File: config.mk
export PLATFORM = sky130hd
export DESIGN_NAME = sbp_top
export DESIGN_NICKNAME = d
export VERILOG_FILES = /design/src/design/sbp_dword.v /design/src/design/sbp_rom.v /design/src/design/sbp_top.v
export VERILOG_INCLUDE_DIRS = /design/src /design/src/design
export SDC_FILE = /design/constraint.sdc
export NUM_CORES = 1
export LEC_CHECK = 0
export BUFFER_PORTS_ARGS = -buffer_cell sky130_fd_sc_hd__buf_2
export CAP_MARGIN = 20
export CORE_MARGIN = 8
export CORE_UTILIZATION = 52
export DETAILED_ROUTE_END_ITERATION = 8
export PLACE_DENSITY = 0.81
export RECOVER_POWER = 25
export REMOVE_ABC_BUFFERS = 1
export SLEW_MARGIN = 10
export SYNTH_ARGS = -nofsm -noshare
export SYNTH_HDL_FRONTEND = slang
export SYNTH_SLANG_ARGS = --single-unit
File: constraint.sdc
create_clock -name clk_in -period 3.3 [get_ports clk_in]
set_input_delay 0.33 -clock clk_in [delete_from_list [all_inputs] [get_ports clk_in]]
set_output_delay 0.33 -clock clk_in [all_outputs]
set_load 0.03 [all_outputs]
File: src/design/sbp_consts.vh
`ifndef SBP_CONSTS_VH
`define SBP_CONSTS_VH
// How it works
// - the second parameter header holds pointer bytes 40h, 03h, 00h, placing the basic table at 0340h.
// - the top byte of that header's identifier reads FFh, marking a standard-defined parameter.
// - table byte 00h reads E5h: unused 111b, volatile-write bits 00b, big program buffer 1, uniform 4 KB erase 01b.
// - table byte 01h reads 20h, the uniform 4 KB erase instruction, which the device accepts.
// - table byte 02h reads FBh: read feature flags set, unused bit 23 set, address-byte field 01b.
// - table byte 03h is unused and reads FFh.
// - table bytes 04h..07h give zero-based density FFh, FFh, FFh, 03h, low byte first.
// - table byte 08h reads 48h (mode 010b, dummy 01000b) and byte 09h gives the quad io read code EBh.
// - table byte 0Ah reads 08h (mode 000b, dummy 01000b) and byte 0Bh gives the quad output read code 6Bh.
// - table byte 0Ch reads 08h (mode 000b, dummy 01000b) for the dual output read.
// - table byte 0Dh gives the dual output read code 3Bh.

// apb map, byte addresses
`define SBP_ADDR_CTRL     12'h000
`define SBP_ADDR_STATUS   12'h004
`define SBP_ADDR_INDEX    12'h008
`define SBP_ADDR_DATA     12'h00c
`define SBP_ADDR_DWORD    12'h010
`define SBP_ADDR_WRCNT    12'h014
// control fields
`define SBP_CTRL_AUTOINC  0
`define SBP_CTRL_RESET    2'h1
// status fields
`define SBP_STAT_HIT      0
`define SBP_STAT_WRIGN    1
// discoverable space layout
`define SBP_HDR1_PTR0     12'h014
`define SBP_HDR1_PTR1     12'h015
`define SBP_HDR1_PTR2     12'h016
`define SBP_HDR1_IDMSB    12'h017
`define SBP_TABLE_BASE    12'h340
`define SBP_TABLE_LEN     12'h00e
`define SBP_FILL_BYTE     8'hff
// byte values
`define SBP_V_PTR0        8'h40
`define SBP_V_PTR1        8'h03
`define SBP_V_PTR2        8'h00
`define SBP_V_IDMSB       8'hff
`define SBP_V_B00         8'he5
`define SBP_V_ERASE4K     8'h20
`define SBP_V_B02         8'hfb
`define SBP_V_B03         8'hff
`define SBP_V_DENS0       8'hff
`define SBP_V_DENS1       8'hff
`define SBP_V_DENS2       8'hff
`define SBP_V_DENS3       8'h03
`define SBP_V_QUAD_IO_READ_CYC  8'h48
`define SBP_V_QUAD_IO_READ_CODE 8'heb
`define SBP_V_QO_CYC      8'h08
`define SBP_V_QO_CODE     8'h6b
`define SBP_V_DO_CYC      8'h08
`define SBP_V_DO_CODE     8'h3b
`endif

File: src/design/sbp_dword.v
`timescale 1ns/1ps
// packs four table bytes into a dword, low byte first
module sbp_dword
(
    input  wire        clk_in,
    input  wire        reset_in,
    input  wire        start_in,
    input  wire [7:0]  byte_in,
    output reg  [1:0]  lane_out,
    output reg         busy_out,
    output reg         done_out,
    output reg  [31:0] word_out
);
    reg [2:0] cnt_reg;

    // lane 0 address is presented on start; bytes return one cycle later
    always @(posedge clk_in or posedge reset_in)
    begin
        if (reset_in)
        begin
            cnt_reg  <= 3'h0;
            lane_out <= 2'h0;
            busy_out <= 1'b0;
            done_out <= 1'b0;
            word_out <= 32'h0000_0000;
        end
        else
        begin
            done_out <= 1'b0;
            if (start_in && !busy_out)
            begin
                busy_out <= 1'b1;
                lane_out <= 2'h0;
                cnt_reg  <= 3'h0;
            end
            else if (busy_out)
            begin
                cnt_reg  <= cnt_reg + 3'h1;
                lane_out <= lane_out + 2'h1;
                if (cnt_reg != 3'h0)
                    word_out <= {byte_in, word_out[31:8]}; // little endian
                if (cnt_reg == 3'h4)
                begin
                    busy_out <= 1'b0;
                    done_out <= 1'b1;
                end
            end
        end
    end
endmodule

File: src/design/sbp_rom.v
`timescale 1ns/1ps
`include "sbp_consts.vh"
// fixed byte lookup over the discoverable space, registered read
module sbp_rom
(
    input  wire        clk_in,
    input  wire        reset_in,
    input  wire [11:0] addr_in,
    output reg  [7:0]  data_out,
    output reg         hit_out
);
    reg  [7:0]  byte_next;
    reg         hit_next;
    wire [11:0] rel = addr_in - `SBP_TABLE_BASE;

    // constant decode, no write path exists
    always @*
    begin
        byte_next = `SBP_FILL_BYTE;
        hit_next  = 1'b1;
        if (addr_in == `SBP_HDR1_PTR0)
            byte_next = `SBP_V_PTR0;
        else if (addr_in == `SBP_HDR1_PTR1)
            byte_next = `SBP_V_PTR1;
        else if (addr_in == `SBP_HDR1_PTR2)
            byte_next = `SBP_V_PTR2;
        else if (addr_in == `SBP_HDR1_IDMSB)
            byte_next = `SBP_V_IDMSB;
        else if (addr_in >= `SBP_TABLE_BASE && rel < `SBP_TABLE_LEN)
        begin
            case (rel[3:0])
                4'h0:    byte_next = `SBP_V_B00;
                4'h1:    byte_next = `SBP_V_ERASE4K;
                4'h2:    byte_next = `SBP_V_B02;
                4'h3:    byte_next = `SBP_V_B03;
                4'h4:    byte_next = `SBP_V_DENS0;
                4'h5:    byte_next = `SBP_V_DENS1;
                4'h6:    byte_next = `SBP_V_DENS2;
                4'h7:    byte_next = `SBP_V_DENS3;
                4'h8:    byte_next = `SBP_V_QUAD_IO_READ_CYC;
                4'h9:    byte_next = `SBP_V_QUAD_IO_READ_CODE;
                4'ha:    byte_next = `SBP_V_QO_CYC;
                4'hb:    byte_next = `SBP_V_QO_CODE;
                4'hc:    byte_next = `SBP_V_DO_CYC;
                4'hd:    byte_next = `SBP_V_DO_CODE;
                default: byte_next = `SBP_FILL_BYTE;
            endcase
        end
        else
            hit_next = 1'b0;
    end

    // read data from a register
    always @(posedge clk_in or posedge reset_in)
    begin
        if (reset_in)
        begin
            data_out <= 8'h00;
            hit_out  <= 1'b0;
        end
        else
        begin
            data_out <= byte_next;
            hit_out  <= hit_next;
        end
    end
endmodule

File: src/design/sbp_top.v
`timescale 1ns/1ps
`include "sbp_consts.vh"
// apb slave giving software read access to the discoverable parameter table
module sbp_top
(
    input  wire        clk_in,
    input  wire        reset_in,
    input  wire        psel_in,
    input  wire        penable_in,
    input  wire        pwrite_in,
    input  wire [11:0] paddr_in,
    input  wire [31:0] pwdata_in,
    output reg  [31:0] prdata_out,
    output reg         pready_out,
    output reg         pslverr_out
);
    localparam ST_IDLE = 3'b001;
    localparam ST_WAIT = 3'b010;
    localparam ST_DONE = 3'b100;

    reg  [2:0]  state_reg;
    reg  [11:0] index_reg;
    reg         autoinc_reg;
    reg         wrign_reg;
    reg  [15:0] wrcnt_reg;
    reg         dw_start_reg;
    reg  [11:0] rom_addr;
    wire [7:0]  rom_byte;
    wire        rom_hit;
    wire [1:0]  dw_lane;
    wire        dw_busy;
    wire        dw_done;
    wire [31:0] dw_word;

    wire setup  = psel_in && !penable_in;

    // rom address: dword gather walks lanes, else the byte index
    always @*
    begin
        if (dw_busy)
            rom_addr = {index_reg[11:2], dw_lane};
        else
            rom_addr = index_reg;
    end

    sbp_rom u_rom
    (
        .clk_in   (clk_in),
        .reset_in (reset_in),
        .addr_in  (rom_addr),
        .data_out (rom_byte),
        .hit_out  (rom_hit)
    );

    sbp_dword u_dword
    (
        .clk_in   (clk_in),
        .reset_in (reset_in),
        .start_in (dw_start_reg),
        .byte_in  (rom_byte),
        .lane_out (dw_lane),
        .busy_out (dw_busy),
        .done_out (dw_done),
        .word_out (dw_word)
    );

    // decoded address check, used for writes and reads
    function known_addr;
        input [11:0] a;
        begin
            known_addr = (a == `SBP_ADDR_CTRL) || (a == `SBP_ADDR_STATUS) ||
                         (a == `SBP_ADDR_INDEX) || (a == `SBP_ADDR_DATA) ||
                         (a == `SBP_ADDR_DWORD) || (a == `SBP_ADDR_WRCNT);
        end
    endfunction

    // apb sequencing; dword reads wait for the gather
    always @(posedge clk_in or posedge reset_in)
    begin
        if (reset_in)
        begin
            state_reg    <= ST_IDLE;
            index_reg    <= 12'h000;
            autoinc_reg  <= 1'b0;
            wrign_reg    <= 1'b0;
            wrcnt_reg    <= 16'h0000;
            dw_start_reg <= 1'b0;
            prdata_out   <= 32'h0000_0000;
            pready_out   <= 1'b0;
            pslverr_out  <= 1'b0;
        end
        else
        begin
            dw_start_reg <= 1'b0;
            pready_out   <= 1'b0;
            pslverr_out  <= 1'b0;
            case (state_reg)
                ST_IDLE:
                begin
                    if (setup)
                    begin
                        if (!pwrite_in && paddr_in == `SBP_ADDR_DWORD)
                        begin
                            dw_start_reg <= 1'b1;
                            state_reg    <= ST_WAIT;
                        end
                        else
                            state_reg <= ST_DONE;
                    end
                end
                ST_WAIT:
                begin
                    if (dw_done)
                    begin
                        prdata_out <= dw_word;
                        pready_out <= 1'b1;
                        state_reg  <= ST_IDLE;
                    end
                end
                ST_DONE:
                begin
                    // rom byte for index_reg is valid by now
                    pready_out  <= 1'b1;
                    pslverr_out <= !known_addr(paddr_in);
                    state_reg   <= ST_IDLE;
                    prdata_out  <= 32'h0000_0000;
                    if (pwrite_in)
                    begin
                        if (paddr_in == `SBP_ADDR_CTRL)
                            autoinc_reg <= pwdata_in[`SBP_CTRL_AUTOINC];
                        else if (paddr_in == `SBP_ADDR_INDEX)
                            index_reg <= pwdata_in[11:0];
                        else if (paddr_in == `SBP_ADDR_STATUS)
                            wrign_reg <= wrign_reg & ~pwdata_in[`SBP_STAT_WRIGN];
                        else if (paddr_in == `SBP_ADDR_DATA || paddr_in == `SBP_ADDR_DWORD)
                        begin
                            wrign_reg <= 1'b1;                   // table writes dropped
                            wrcnt_reg <= wrcnt_reg + 16'h0001;
                        end
                    end
                    else
                    begin
                        if (paddr_in == `SBP_ADDR_CTRL)
                            prdata_out <= {31'h0, autoinc_reg};
                        else if (paddr_in == `SBP_ADDR_STATUS)
                            prdata_out <= {30'h0, wrign_reg, rom_hit};
                        else if (paddr_in == `SBP_ADDR_INDEX)
                            prdata_out <= {20'h0, index_reg};
                        else if (paddr_in == `SBP_ADDR_DATA)
                        begin
                            prdata_out <= {24'h0, rom_byte};     // fixed byte per address
                            if (autoinc_reg)
                                index_reg <= index_reg + 12'h001;
                        end
                        else if (paddr_in == `SBP_ADDR_WRCNT)
                            prdata_out <= {16'h0, wrcnt_reg};
                    end
                end
                default:
                    state_reg <= ST_IDLE;
            endcase
        end
    end
endmodule

==> results.txt, run 1 <==
----------------------------------------------------
[Logic synthesis]
  Cell types with the highest counts after synthesis ... dfrtp_1, nand2_1, nor2_1, a21oi_1
  Warning count from the yosys run ... 0
  Area fraction in compound gates after synthesis ... 0.1184
  Cells taking the most area after synthesis ... dfrtp_1, mux2_2, nand2_1
  Mean instance size in the synthesized netlist ... 10.05 um^2
  Cell area after synthesis ... 5758 um^2
  Synth Register Bits ... 116
  Synthesized-area fraction occupied by xor and xnor cells ... 0.02282
  EDFF count, synth ... 0
  Synthesized netlist cell count ... 573
  Portion of the post-synthesis area used by sequential elements ... 0.5043
  Basic-gate share of the synthesized area counting and, or, nand and nor cells ... 0.2140
  Library cell occupying the most area in the post-synthesis netlist ... dfrtp_1
  Mux cell area share after synthesis ... 0.08105
  Fraction of synthesis flops using an asynchronous set or reset pin ... 1.000
  Most numerous cell in the Yosys netlist ... dfrtp_1
  Top flip-flop cell by instance count after synthesis ... dfrtp_1
  Main combinational cell family by area after synthesis ... simple AND/OR/NAND/NOR gates
  Share of the synthesized area in the top cell type ... 0.4998
  Number of distinct library cell variants in the gate-level netlist after synthesis ... 62
  Adder-cell share of the synthesized area ... 0.02173

[Clock tree]
  CTS tree ... built
  H-tree levels ... 4
  Clock root buffer master ... clkbuf_8
  Resized cells post-CTS ... 0
  Clock latency at the later pin of the worst-skew pair ... 520 ps
  Post-CTS Setup Repair Bufs ... 0
  Clock slew seen by the registers of the worst setup and hold paths ... 60 ps
  Total clock buffers created by CTS ... 17
  CTS Hold Bufs ... 1
  CTS Sinks ... 116
  Number of buffers on the longest clock path ... 2

[Setup path]
  Critical register-to-register path startpoint ... u_dword.busy_out
  FF-to-FF setup slack ... 890 ps
  Source of the critical timing path ... u_dword.busy_out
  Worst Setup End Kind ... register
  Highest fanout seen on the critical path ... 13
  CP Class ... register to register
  End of the worst register-to-register path ... u_rom.data_out[7]
  Required time worst endpoint ... 3740 ps
  Critical Path Start Type ... register
  Worst-case reg-to-reg path depth ... 7
  Worst Path Arrival ... 2850 ps

[Run status]
  Status ... finished with violations
  Failing checks ... max-capacitance violations, max-slew violations

[Cells and area]
  Count of fill cells added during filler insertion ... 851
  Final cell count without fillers ... 780
  Final nets ... 687
  Area used by multi-input combinational logic ... 2641 um^2
  Area taken by flip-flops and latches ... 2904 um^2
  Fraction of final layout cells sized beyond drive strength 1 ... 0.2391
  P&R area growth vs syn ... 17.21%
  Antenna Cells ... 0
  Share of the core filled with cells ... 0.6226

[Floorplan]
  Vert. Die Dim ... 121.2 um
  Area of the core region ... 10,840 um^2
  Row count ... 38
  Die area ... 14,700 um^2
  Horiz. Die Dim ... 121.2 um
  Effective utilization at floorplan ... 0.5312
  Top-level I/O count ... 83

[Placement]
  GP Congestion ... 0.8606
  Half-perimeter wire length after detailed placement ... 9.471 mm
  Cell total after placement ... 748
  Buffers added on ports ... 62

[STA]
  RSZ-0062 raised after global routing ... false
  Post-route clock skew ... 6.040 ps
  Final hold vios ... 0
  Total setup violations reported at the end of the flow ... 0
  Final period demand of the worst path ... 2411 ps
  Final hold slack ... 68.08 ps
  Final worst path period share ... 0.7306
  Pins Over Slew Limit ... 47
  Worst-Margin Slew ... 2106 ps
  Worst rel slew slack ... -0.4116
  Achievable Freq ... 0.4148 GHz

[Power and ir drop]
  P_leak ... 3.249 nW
  Peak ir drop on the vdd network ... 0.3710 mV
  Power, Total ... 3.740 mW
  Power density over the cells ... 554.2 nW/um^2

[Global routing]
  Global-route usage over all layers ... 0.1936
  Largest net degree at the start of global routing ... 71
  Overflow after GRT ... 0
  Via count of the first global-routing pass ... 4,588
  Initial antenna violation count ... 2
  Global-route wire length before repair ... 22.65 mm

[Detailed routing]
  Vias post-DR ... 4,649
  Post-detailed-route via-to-cell ratio ... 5.960
  DRC errors left ... 0
  Drt first pass iters ... 5
  ANT nets after route ... 0
  1st-iter DRT viols ... 461
  Detailed-route wire length ... 13.54 mm
  Average wire per standard cell ... 17.36 um

[Min path]
  Hold worst-path end ... index_reg[0]
  Critical hold path startpoint ... pwdata_in[0]
  Instance count along the most critical hold path ... 3
  Worst Hold Class ... input port to register

[Run]
  MaxCap Viol Count ... 1

----------------------------------------------------
[through the flow]
step / area (um^2) / setup TNS (ps) / setup WS (ps)
after floorplan: 5598 / -11590 / -100.8
after global placement: 6147 / 0 / 1013
after detailed placement: 6147 / 0 / 922.2
after CTS: 6751 / 0 / 916.9
after global routing: 6749 / 0 / 708.4
final: 6749 / 0 / 889.0
[kinds of logic after synthesis]
family | count (synthesis)
and+or+nand+nor | 225
muxes | 42
xor gates and xnor gates | 15
DFF | 116
AOI/OAI and AO/OA | 117
adders and majority gates | 10
buffers and inverters | 48
[worst max-delay path by stage]
stage,to
floorplan,autoinc_reg
global placement,prdata_out[0]
detailed placement,prdata_out[0]
CTS,prdata_out[0]
global route,u_rom.data_out[7]
finish,u_rom.data_out[7]
[metal layers]
metal  share of wire  global-route usage  up-vias  wire length [um]
li1                -                   -     2130                 -
met1            0.42              0.2405     2330              5724
met2            0.49              0.3105      154              6651
met3           0.061             0.05817       31               826
met4           0.023             0.07710        4               315
met5          0.0016                   0        -                22
[cells in the final DEF (no fill, tap or decap), drive strengths merged, types with 3 or more instances in the layout]
cell,synthesis,layout
mux2,37,37
nand2b,3,3
xnor2,13,13
bufinv,0,4
dfrtp,115,115
mux2i,5,5
and3b,3,3
nor2,50,50
o21ai,37,37
nor2b,8,8
nor4b,4,4
o22ai,7,7
nand3,32,32
buf,11,67
a211oi,5,5
nand4,9,9
inv,15,14
nand3b,4,4
a21oi,44,44
a32oi,3,3
nor4,9,9
nand2,72,72
ha,10,10
nor3,14,14
clkbuf,22,21
and3,7,7
clkinv,0,7
a21o,3,3
[final cells by class]
cell class,count,share of cell area
inverters,15,0.008528
repair buffers,69,0.05580
clock inverters,11,0.02354
flip-flops and latches,116,0.4303
well taps,140,0.02595
clock buffers,20,0.06452
multi-input cells,409,0.3914
[critical path, cell delays in order (launching register included)]
cell      delay [ps]
dfrtp_1          580
mux2i_1          550
inv_1            200
ha_1             270
a21oi_1          230
nor2b_1          260
a311oi_1          80
nor2_1           160
[power breakdown]
| group | internal [mW] | switching (mW) | total, mW |
|---|---|---|---|
| sequential | 1.49 | 0.0456 | 1.53 |
| clock | 1.23 | 0.615 | 1.85 |
| combinational | 0.109 | 0.252 | 0.361 |
| total | 2.83 | 0.913 | 3.74 |
Note: power is estimated with default switching activity, not from simulation.
==> run 2, diff against run 1 <==
Settings changed: CORE_UTILIZATION 52 to 57, PLACE_DENSITY 0.81 to 0.85.
Clock period 3.3 ns to 2.5 ns, I/O delays scaled along.
==> run 2 against run 1 <==
  * The run now ends clean
  * Register-to-register slack got worse by 670 ps
  * Critical endpoint is now prdata_out[4]
  * Largest cell class unchanged
  * Critical path depth is 3 lower
  * Power up 27%
  * Combinational power grew 35%
  * First-iteration DRC count shrank 13%
  * Die area is 7.6% lower
  * Non-clock buffer count grew 7
  * Clock skew up 1.2 ps
  * Fmax rose by 5.8%
  * Sequential cell count unchanged
  * Global-route usage increased by 3.4 points
  * Utilization increased by 6.8 points
==> results.txt, run 2 (same netlist as run 1, synthesis figures left out) <==
----------------------------------------------------
[Run status]
  Status ... finished clean (was finished with violations)

[Placement]
  Half-perimeter wire length after detailed placement ... 9.815 mm (was 9.471 mm)
  Setup slack after placement ... 349.9 ps (was 922.2 ps)
  Placed standard-cell area ... 6183 um^2 (was 6147 um^2)
  Cell total after placement ... 747 (was 748)
  Buffers added on ports ... 62 (unchanged)
  GP Congestion ... 0.9030 (was 0.8606)

[Floorplan]
  Effective utilization at floorplan ... 0.5891 (was 0.5312)
  Area of the core region ... 9774 um^2 (was 10,840 um^2)
  Top-level I/O count ... 83 (unchanged)
  Horiz. Die Dim ... 116.5 um (was 121.2 um)
  Die area ... 13,570 um^2 (was 14,700 um^2)
  Vert. Die Dim ... 116.5 um (was 121.2 um)
  Row count ... 36 (was 38)

[Setup path]
  Worst Path Arrival ... 2700 ps (was 2850 ps)
  Required time worst endpoint ... 2920 ps (was 3740 ps)
  FF-to-FF setup slack ... 220 ps (was 890 ps)
  Highest fanout seen on the critical path ... 17 (was 13)
  CP Class ... register to register (unchanged)
  Critical Path Start Type ... register (unchanged)
  Worst Setup End Kind ... register (unchanged)

[Detailed routing]
  ANT nets after route ... 0 (unchanged)
  DRC errors left ... 0 (unchanged)
  Average wire per standard cell ... 18.57 um (was 17.36 um)
  Vias post-DR ... 4,729 (was 4,649)
  Detailed-route wire length ... 14.50 mm (was 13.54 mm)
  Post-detailed-route via-to-cell ratio ... 6.055 (was 5.960)
  Drt first pass iters ... 5 (unchanged)
  1st-iter DRT viols ... 399 (was 461)

[Global routing]
  Initial antenna violation count ... 1 (was 2)
  Global-route usage over all layers ... 0.2272 (was 0.1936)
  Global-route wire length before repair ... 23.72 mm (was 22.65 mm)
  Overflow after GRT ... 0 (unchanged)
  Via count of the first global-routing pass ... 4,781 (was 4,588)
  Largest net degree at the start of global routing ... 64 (was 71)

[STA]
  Achievable Freq ... 0.4388 GHz (was 0.4148 GHz)
  RSZ-0062 raised after global routing ... false (unchanged)
  Final worst path period share ... 0.9116 (was 0.7306)
  Final hold slack ... 17.48 ps (was 68.08 ps)
  Total setup violations reported at the end of the flow ... 0 (unchanged)
  Final period demand of the worst path ... 2279 ps (was 2411 ps)
  Final worst setup slack ... 220.9 ps (was 889.0 ps)
  Worst rel slew slack ... 0.05608 (was -0.4116)
  Post-route clock skew ... 7.208 ps (was 6.040 ps)
  Pins Over Slew Limit ... 0 (was 47)
  Final hold vios ... 0 (unchanged)
  Worst-Margin Slew ... 1408 ps (was 2106 ps)

[Cells and area]
  Antenna Cells ... 0 (unchanged)
  P&R area growth vs syn ... 17.17% (was 17.21%)
  Area used by multi-input combinational logic ... 2641 um^2 (unchanged)
  Final cell count without fillers ... 781 (was 780)
  Fraction of final layout cells sized beyond drive strength 1 ... 0.2500 (was 0.2391)
  Final nets ... 694 (was 687)
  Most common cell after layout, fill and taps aside ... dfrtp_1 (unchanged)
  Count of fill cells added during filler insertion ... 721 (was 851)
  Area taken by flip-flops and latches ... 2904 um^2 (unchanged)
  Area of all placed cells without fillers ... 6746 um^2 (was 6749 um^2)
  Share of the core filled with cells ... 0.6902 (was 0.6226)
  Most frequent cells in the layout ... dfrtp_1, nand2_1, buf_2 (unchanged)

[Clock tree]
  CTS tree ... built (unchanged)
  Clock latency at the later pin of the worst-skew pair ... 520 ps (about the same)
  CTS Hold Bufs ... 2 (was 1)
  Clock root buffer master ... clkbuf_8 (unchanged)
  Resized cells post-CTS ... 0 (unchanged)
  Number of buffers on the longest clock path ... 2 (unchanged)
  Clock slew seen by the registers of the worst setup and hold paths ... 60 ps (about the same)
  Total clock buffers created by CTS ... 17 (unchanged)
  Post-CTS Setup Repair Bufs ... 0 (unchanged)
  CTS Sinks ... 116 (unchanged)
  H-tree levels ... 4 (unchanged)

[Power and ir drop]
  Power density over the cells ... 706.0 nW/um^2 (was 554.2 nW/um^2)
  Peak ir drop on the vdd network ... 0.4923 mV (was 0.3710 mV)
  P_leak ... 3.252 nW (was 3.249 nW)

[Min path]
  Worst Hold Class ... input port to register (unchanged)

[Run]
  MaxCap Viol Count ... 0 (was 1)

----------------------------------------------------
==> run 2: changes by cell type in the layout (fill, tap and decap cells not counted), sizes merged <==
| cell | previous run | this run |
|---|---|---|
| buf | 67 | 72 |
| bufinv | 4 | 1 |
| clkbuf | 21 | 20 |
| clkinv | 7 | 9 |
| clkinvlp | 1 | 3 |
| dlygate4sd3 | 1 | 2 |
| inv | 14 | 16 |
==> run 2: area by class of cell <==
type / count / share of cell area
Sequential cell: 116 / 0.4305
Inverter: 15 / 0.008531
Clock buffer: 18 / 0.06343
Tap cell: 133 / 0.02467
Timing Repair Buffer: 76 / 0.06213
Clock inverter: 14 / 0.01929
Multi-Input combinational cell: 409 / 0.3915
==> run 2: stage by stage <==
step                TNS, ps  power (mW)
finish                    0       4.763
floorplan            -97990       2.343
global route              0       4.911
detailed placement        0       2.538
global placement          0       2.521
CTS                       0       4.782
==> run 2: worst max-delay path, cell delays in order, from the launching register on <==
cell     delay (ps)
dfstp_2         480
or3b_1          580
nor4_2          630
o21ai_0         240
a21oi_1         250
==> run 2: final timing paths <==
path,startpoint,to,depth (start not counted)
min in group asynchronous,reset_in,prdata_out[22],3
max reg2reg,state_reg[0],prdata_out[4],4
min,pwdata_in[9],index_reg[9],3
max,state_reg[0],prdata_out[4],4
max in group asynchronous,reset_in,wrcnt_reg[2],4
min reg2reg,u_dword.lane_out[1],u_dword.lane_out[1],1
==> run 2: metal layers <==
layer | part of all wire | GRT usage | up-vias
met5 | 0.00090 | 0 | -
met3 | 0.075 | 0.05584 | 34
met4 | 0.023 | 0.09075 | 2
met1 | 0.39 | 0.2704 | 2329
li1 | - | - | 2146
met2 | 0.51 | 0.3871 | 218
==> run 2: where the power goes <==
group          switching, mW  internal (mW)
Sequential            0.0629           1.96
Combinational          0.344          0.145
Clock                  0.901           1.35
Total                   1.31           3.46
==> run 3, diff against run 2 <==
Settings changed: REMOVE_ABC_BUFFERS 1 to not set.
==> run 3 against run 2 <==
  * The run now ends with max-capacitance violations, max-slew violations left
  * Hold slack worse by 10 ps
  * Power up 3.7%
  * Wire length is 0.61% higher
  * Sequential power about the same
  * Global-route usage rose by 0.32 points
  * Final area increased by 0.35%
  * First-iteration DRC count grew 33%
  * Largest cell class unchanged
  * Highest routed layer unchanged
==> results.txt, run 3 (same netlist as run 1, synthesis figures left out) <==
----------------------------------------------------
[Placement]
  Cell total after placement ... 745 (was 747)
  Buffers added on ports ... 62 (unchanged)
  Setup slack after placement ... 409.1 ps (was 349.9 ps)
  Half-perimeter wire length after detailed placement ... 9.490 mm (was 9.815 mm)
  GP Congestion ... 0.9034 (was 0.9030)

[Clock tree]
  CTS Sinks ... 116 (unchanged)
  Number of buffers on the longest clock path ... 2 (unchanged)
  CTS tree ... built (unchanged)
  Total clock buffers created by CTS ... 17 (unchanged)
  H-tree levels ... 4 (unchanged)
  Clock root buffer master ... clkbuf_8 (unchanged)
  Clock latency at the later pin of the worst-skew pair ... 530 ps (was 520 ps)
  Post-CTS Setup Repair Bufs ... 0 (unchanged)
  Clock slew seen by the registers of the worst setup and hold paths ... 60 ps (about the same)

[STA]
  Worst-Margin Slew ... 1544 ps (was 1408 ps)
  Post-route clock skew ... 7.963 ps (was 7.208 ps)
  Final worst path period share ... 0.8894 (was 0.9116)
  RSZ-0062 raised after global routing ... false (unchanged)
  Pins Over Slew Limit ... 117 (was 0)
  Achievable Freq ... 0.4497 GHz (was 0.4388 GHz)
  Final hold vios ... 0 (unchanged)
  Total setup violations reported at the end of the flow ... 0 (unchanged)
  Final worst setup slack ... 276.4 ps (was 220.9 ps)
  Final period demand of the worst path ... 2224 ps (was 2279 ps)
  Sum of negative setup slack ... 0 ps (unchanged)
  Worst rel slew slack ... -0.02944 (was 0.05608)

[Detailed routing]
  DRC errors left ... 0 (unchanged)
  Average wire per standard cell ... 18.73 um (was 18.57 um)
  Post-detailed-route via-to-cell ratio ... 6.083 (was 6.055)
  Vias post-DR ... 4,739 (was 4,729)
  Detailed-route wire length ... 14.59 mm (was 14.50 mm)
  1st-iter DRT viols ... 531 (was 399)
  Drt first pass iters ... 6 (was 5)
  ANT nets after route ... 0 (unchanged)

[Cells and area]
  Fraction of final layout cells sized beyond drive strength 1 ... 0.2477 (was 0.2500)
  Final nets ... 692 (was 694)
  Most frequent cells in the layout ... dfrtp_1, nand2_1, buf_2 (unchanged)
  Antenna Cells ... 0 (unchanged)
  Most common cell after layout, fill and taps aside ... dfrtp_1 (unchanged)
  Count of fill cells added during filler insertion ... 708 (was 721)
  Share of the core filled with cells ... 0.6927 (was 0.6902)
  Final cell count without fillers ... 779 (was 781)
  P&R area growth vs syn ... 17.58% (was 17.17%)

[Global routing]
  Largest net degree at the start of global routing ... 117 (was 64)
  Initial antenna violation count ... 1 (unchanged)
  Overflow after GRT ... 0 (unchanged)
  Via count of the first global-routing pass ... 4,758 (was 4,781)
  Global-route usage over all layers ... 0.2303 (was 0.2272)
  Global-route wire length before repair ... 23.87 mm (was 23.72 mm)

[Setup path]
  Required time worst endpoint ... 2900 ps (was 2920 ps)
  Highest-delay cell along the critical path ... dfstp_2 (was nor4_2)
  Worst Setup End Kind ... register (unchanged)
  CP Class ... register to register (unchanged)
  Highest fanout seen on the critical path ... 17 (unchanged)
  Critical Path Start Type ... register (unchanged)
  Worst Path Arrival ... 2630 ps (was 2700 ps)
  Crit path largest cell delay ... 740 ps (was 630 ps)
  Critical Path, Cell by Cell ... or3b_1, nor2_4, and3_1, a211oi_1, a21oi_1 (was or3b_1, nor4_2, o21ai_0, a21oi_1)

[Floorplan]
  Vert. Die Dim ... 116.5 um (unchanged)
  Effective utilization at floorplan ... 0.5891 (unchanged)
  Horiz. Die Dim ... 116.5 um (unchanged)
  Top-level I/O count ... 83 (unchanged)
  Die area ... 13,570 um^2 (unchanged)
  Area of the core region ... 9774 um^2 (unchanged)
  Row count ... 36 (unchanged)

[Min path]
  Worst Hold Class ... input port to register (unchanged)

[Power and ir drop]
  Peak ir drop on the vdd network ... 0.4834 mV (was 0.4923 mV)
  Power, Total ... 4.939 mW (was 4.763 mW)
  P_leak ... 3.255 nW (was 3.252 nW)
  Power density over the cells ... 729.6 nW/um^2 (was 706.0 nW/um^2)

[Run status]
  Status ... finished with violations (was finished clean)
  Failing checks ... max-capacitance violations, max-slew violations

[Logic synthesis]
  Syn Nets ... 632

[Run]
  MaxCap Viol Count ... 1 (was 0)

----------------------------------------------------
run 3: metal layers:
metal | track usage | wire length (um)
met5 | 0 | 13
met4 | 0.09939 | 360
met3 | 0.06153 | 1195
met2 | 0.3902 | 7275
met1 | 0.2702 | 5746
run 3: repair_timing:
item,in CTS,in global routing
endpoints found under the hold margin,117,0
hold buffers,2,0
resized for setup,0,0
run 3: metrics by stage:
| step | hold WS, ps | area, um^2 |
|---|---|---|
| 5_1_grt | 21.85 | 6770 |
| 2_1_floorplan | 344.0 | 5762 |
| 3_5_place_dp | 474.0 | 6170 |
| 3_3_place_gp | 458.1 | 6170 |
| 4_1_cts | 3.462 | 6784 |
| 6_report | 7.097 | 6770 |
run 3: report_power, final:
group / switching, mW / leakage, nW / internal, mW
logic: 0.339 / 1.43 / 0.143
registers: 0.0616 / 1.54 / 1.96
clock network: 0.912 / 0.285 / 1.52
total: 1.31 / 3.26 / 3.63
run 3: worst paths after layout:
path / end / cells past startpoint / slack (ps) / startpoint
hold / removal: index_reg[8] / 3 / 7 / pwdata_in[8]
hold reg to reg: u_dword.lane_out[1] / 1 / 470 / u_dword.lane_out[1]
min in group asynchronous: prdata_out[21] / 4 / 810 / reset_in
setup reg to reg: prdata_out[8] / 5 / 280 / state_reg[0]
setup / recovery: prdata_out[8] / 5 / 280 / state_reg[0]
max in group asynchronous: u_dword.cnt_reg[2] / 4 / 690 / reset_in
run 3: layout make-up:
cell class                 count  area, um^2  share of cell area
sequential                   116        2904              0.4289
multi-input combinational    409        2641              0.3901
timing repair buffer          74       404.1             0.05969
clock inverter                15       180.2             0.02661
inverter                      15       60.06            0.008871
clock buffer                  17       414.1             0.06117
tap                          133       166.4             0.02458
run 3: critical path: cells and delay by family, from the launching register on:
family | cells | cell delay, ps
simple gates | 3 | 840
flops | 1 | 740
compound gates | 2 | 510
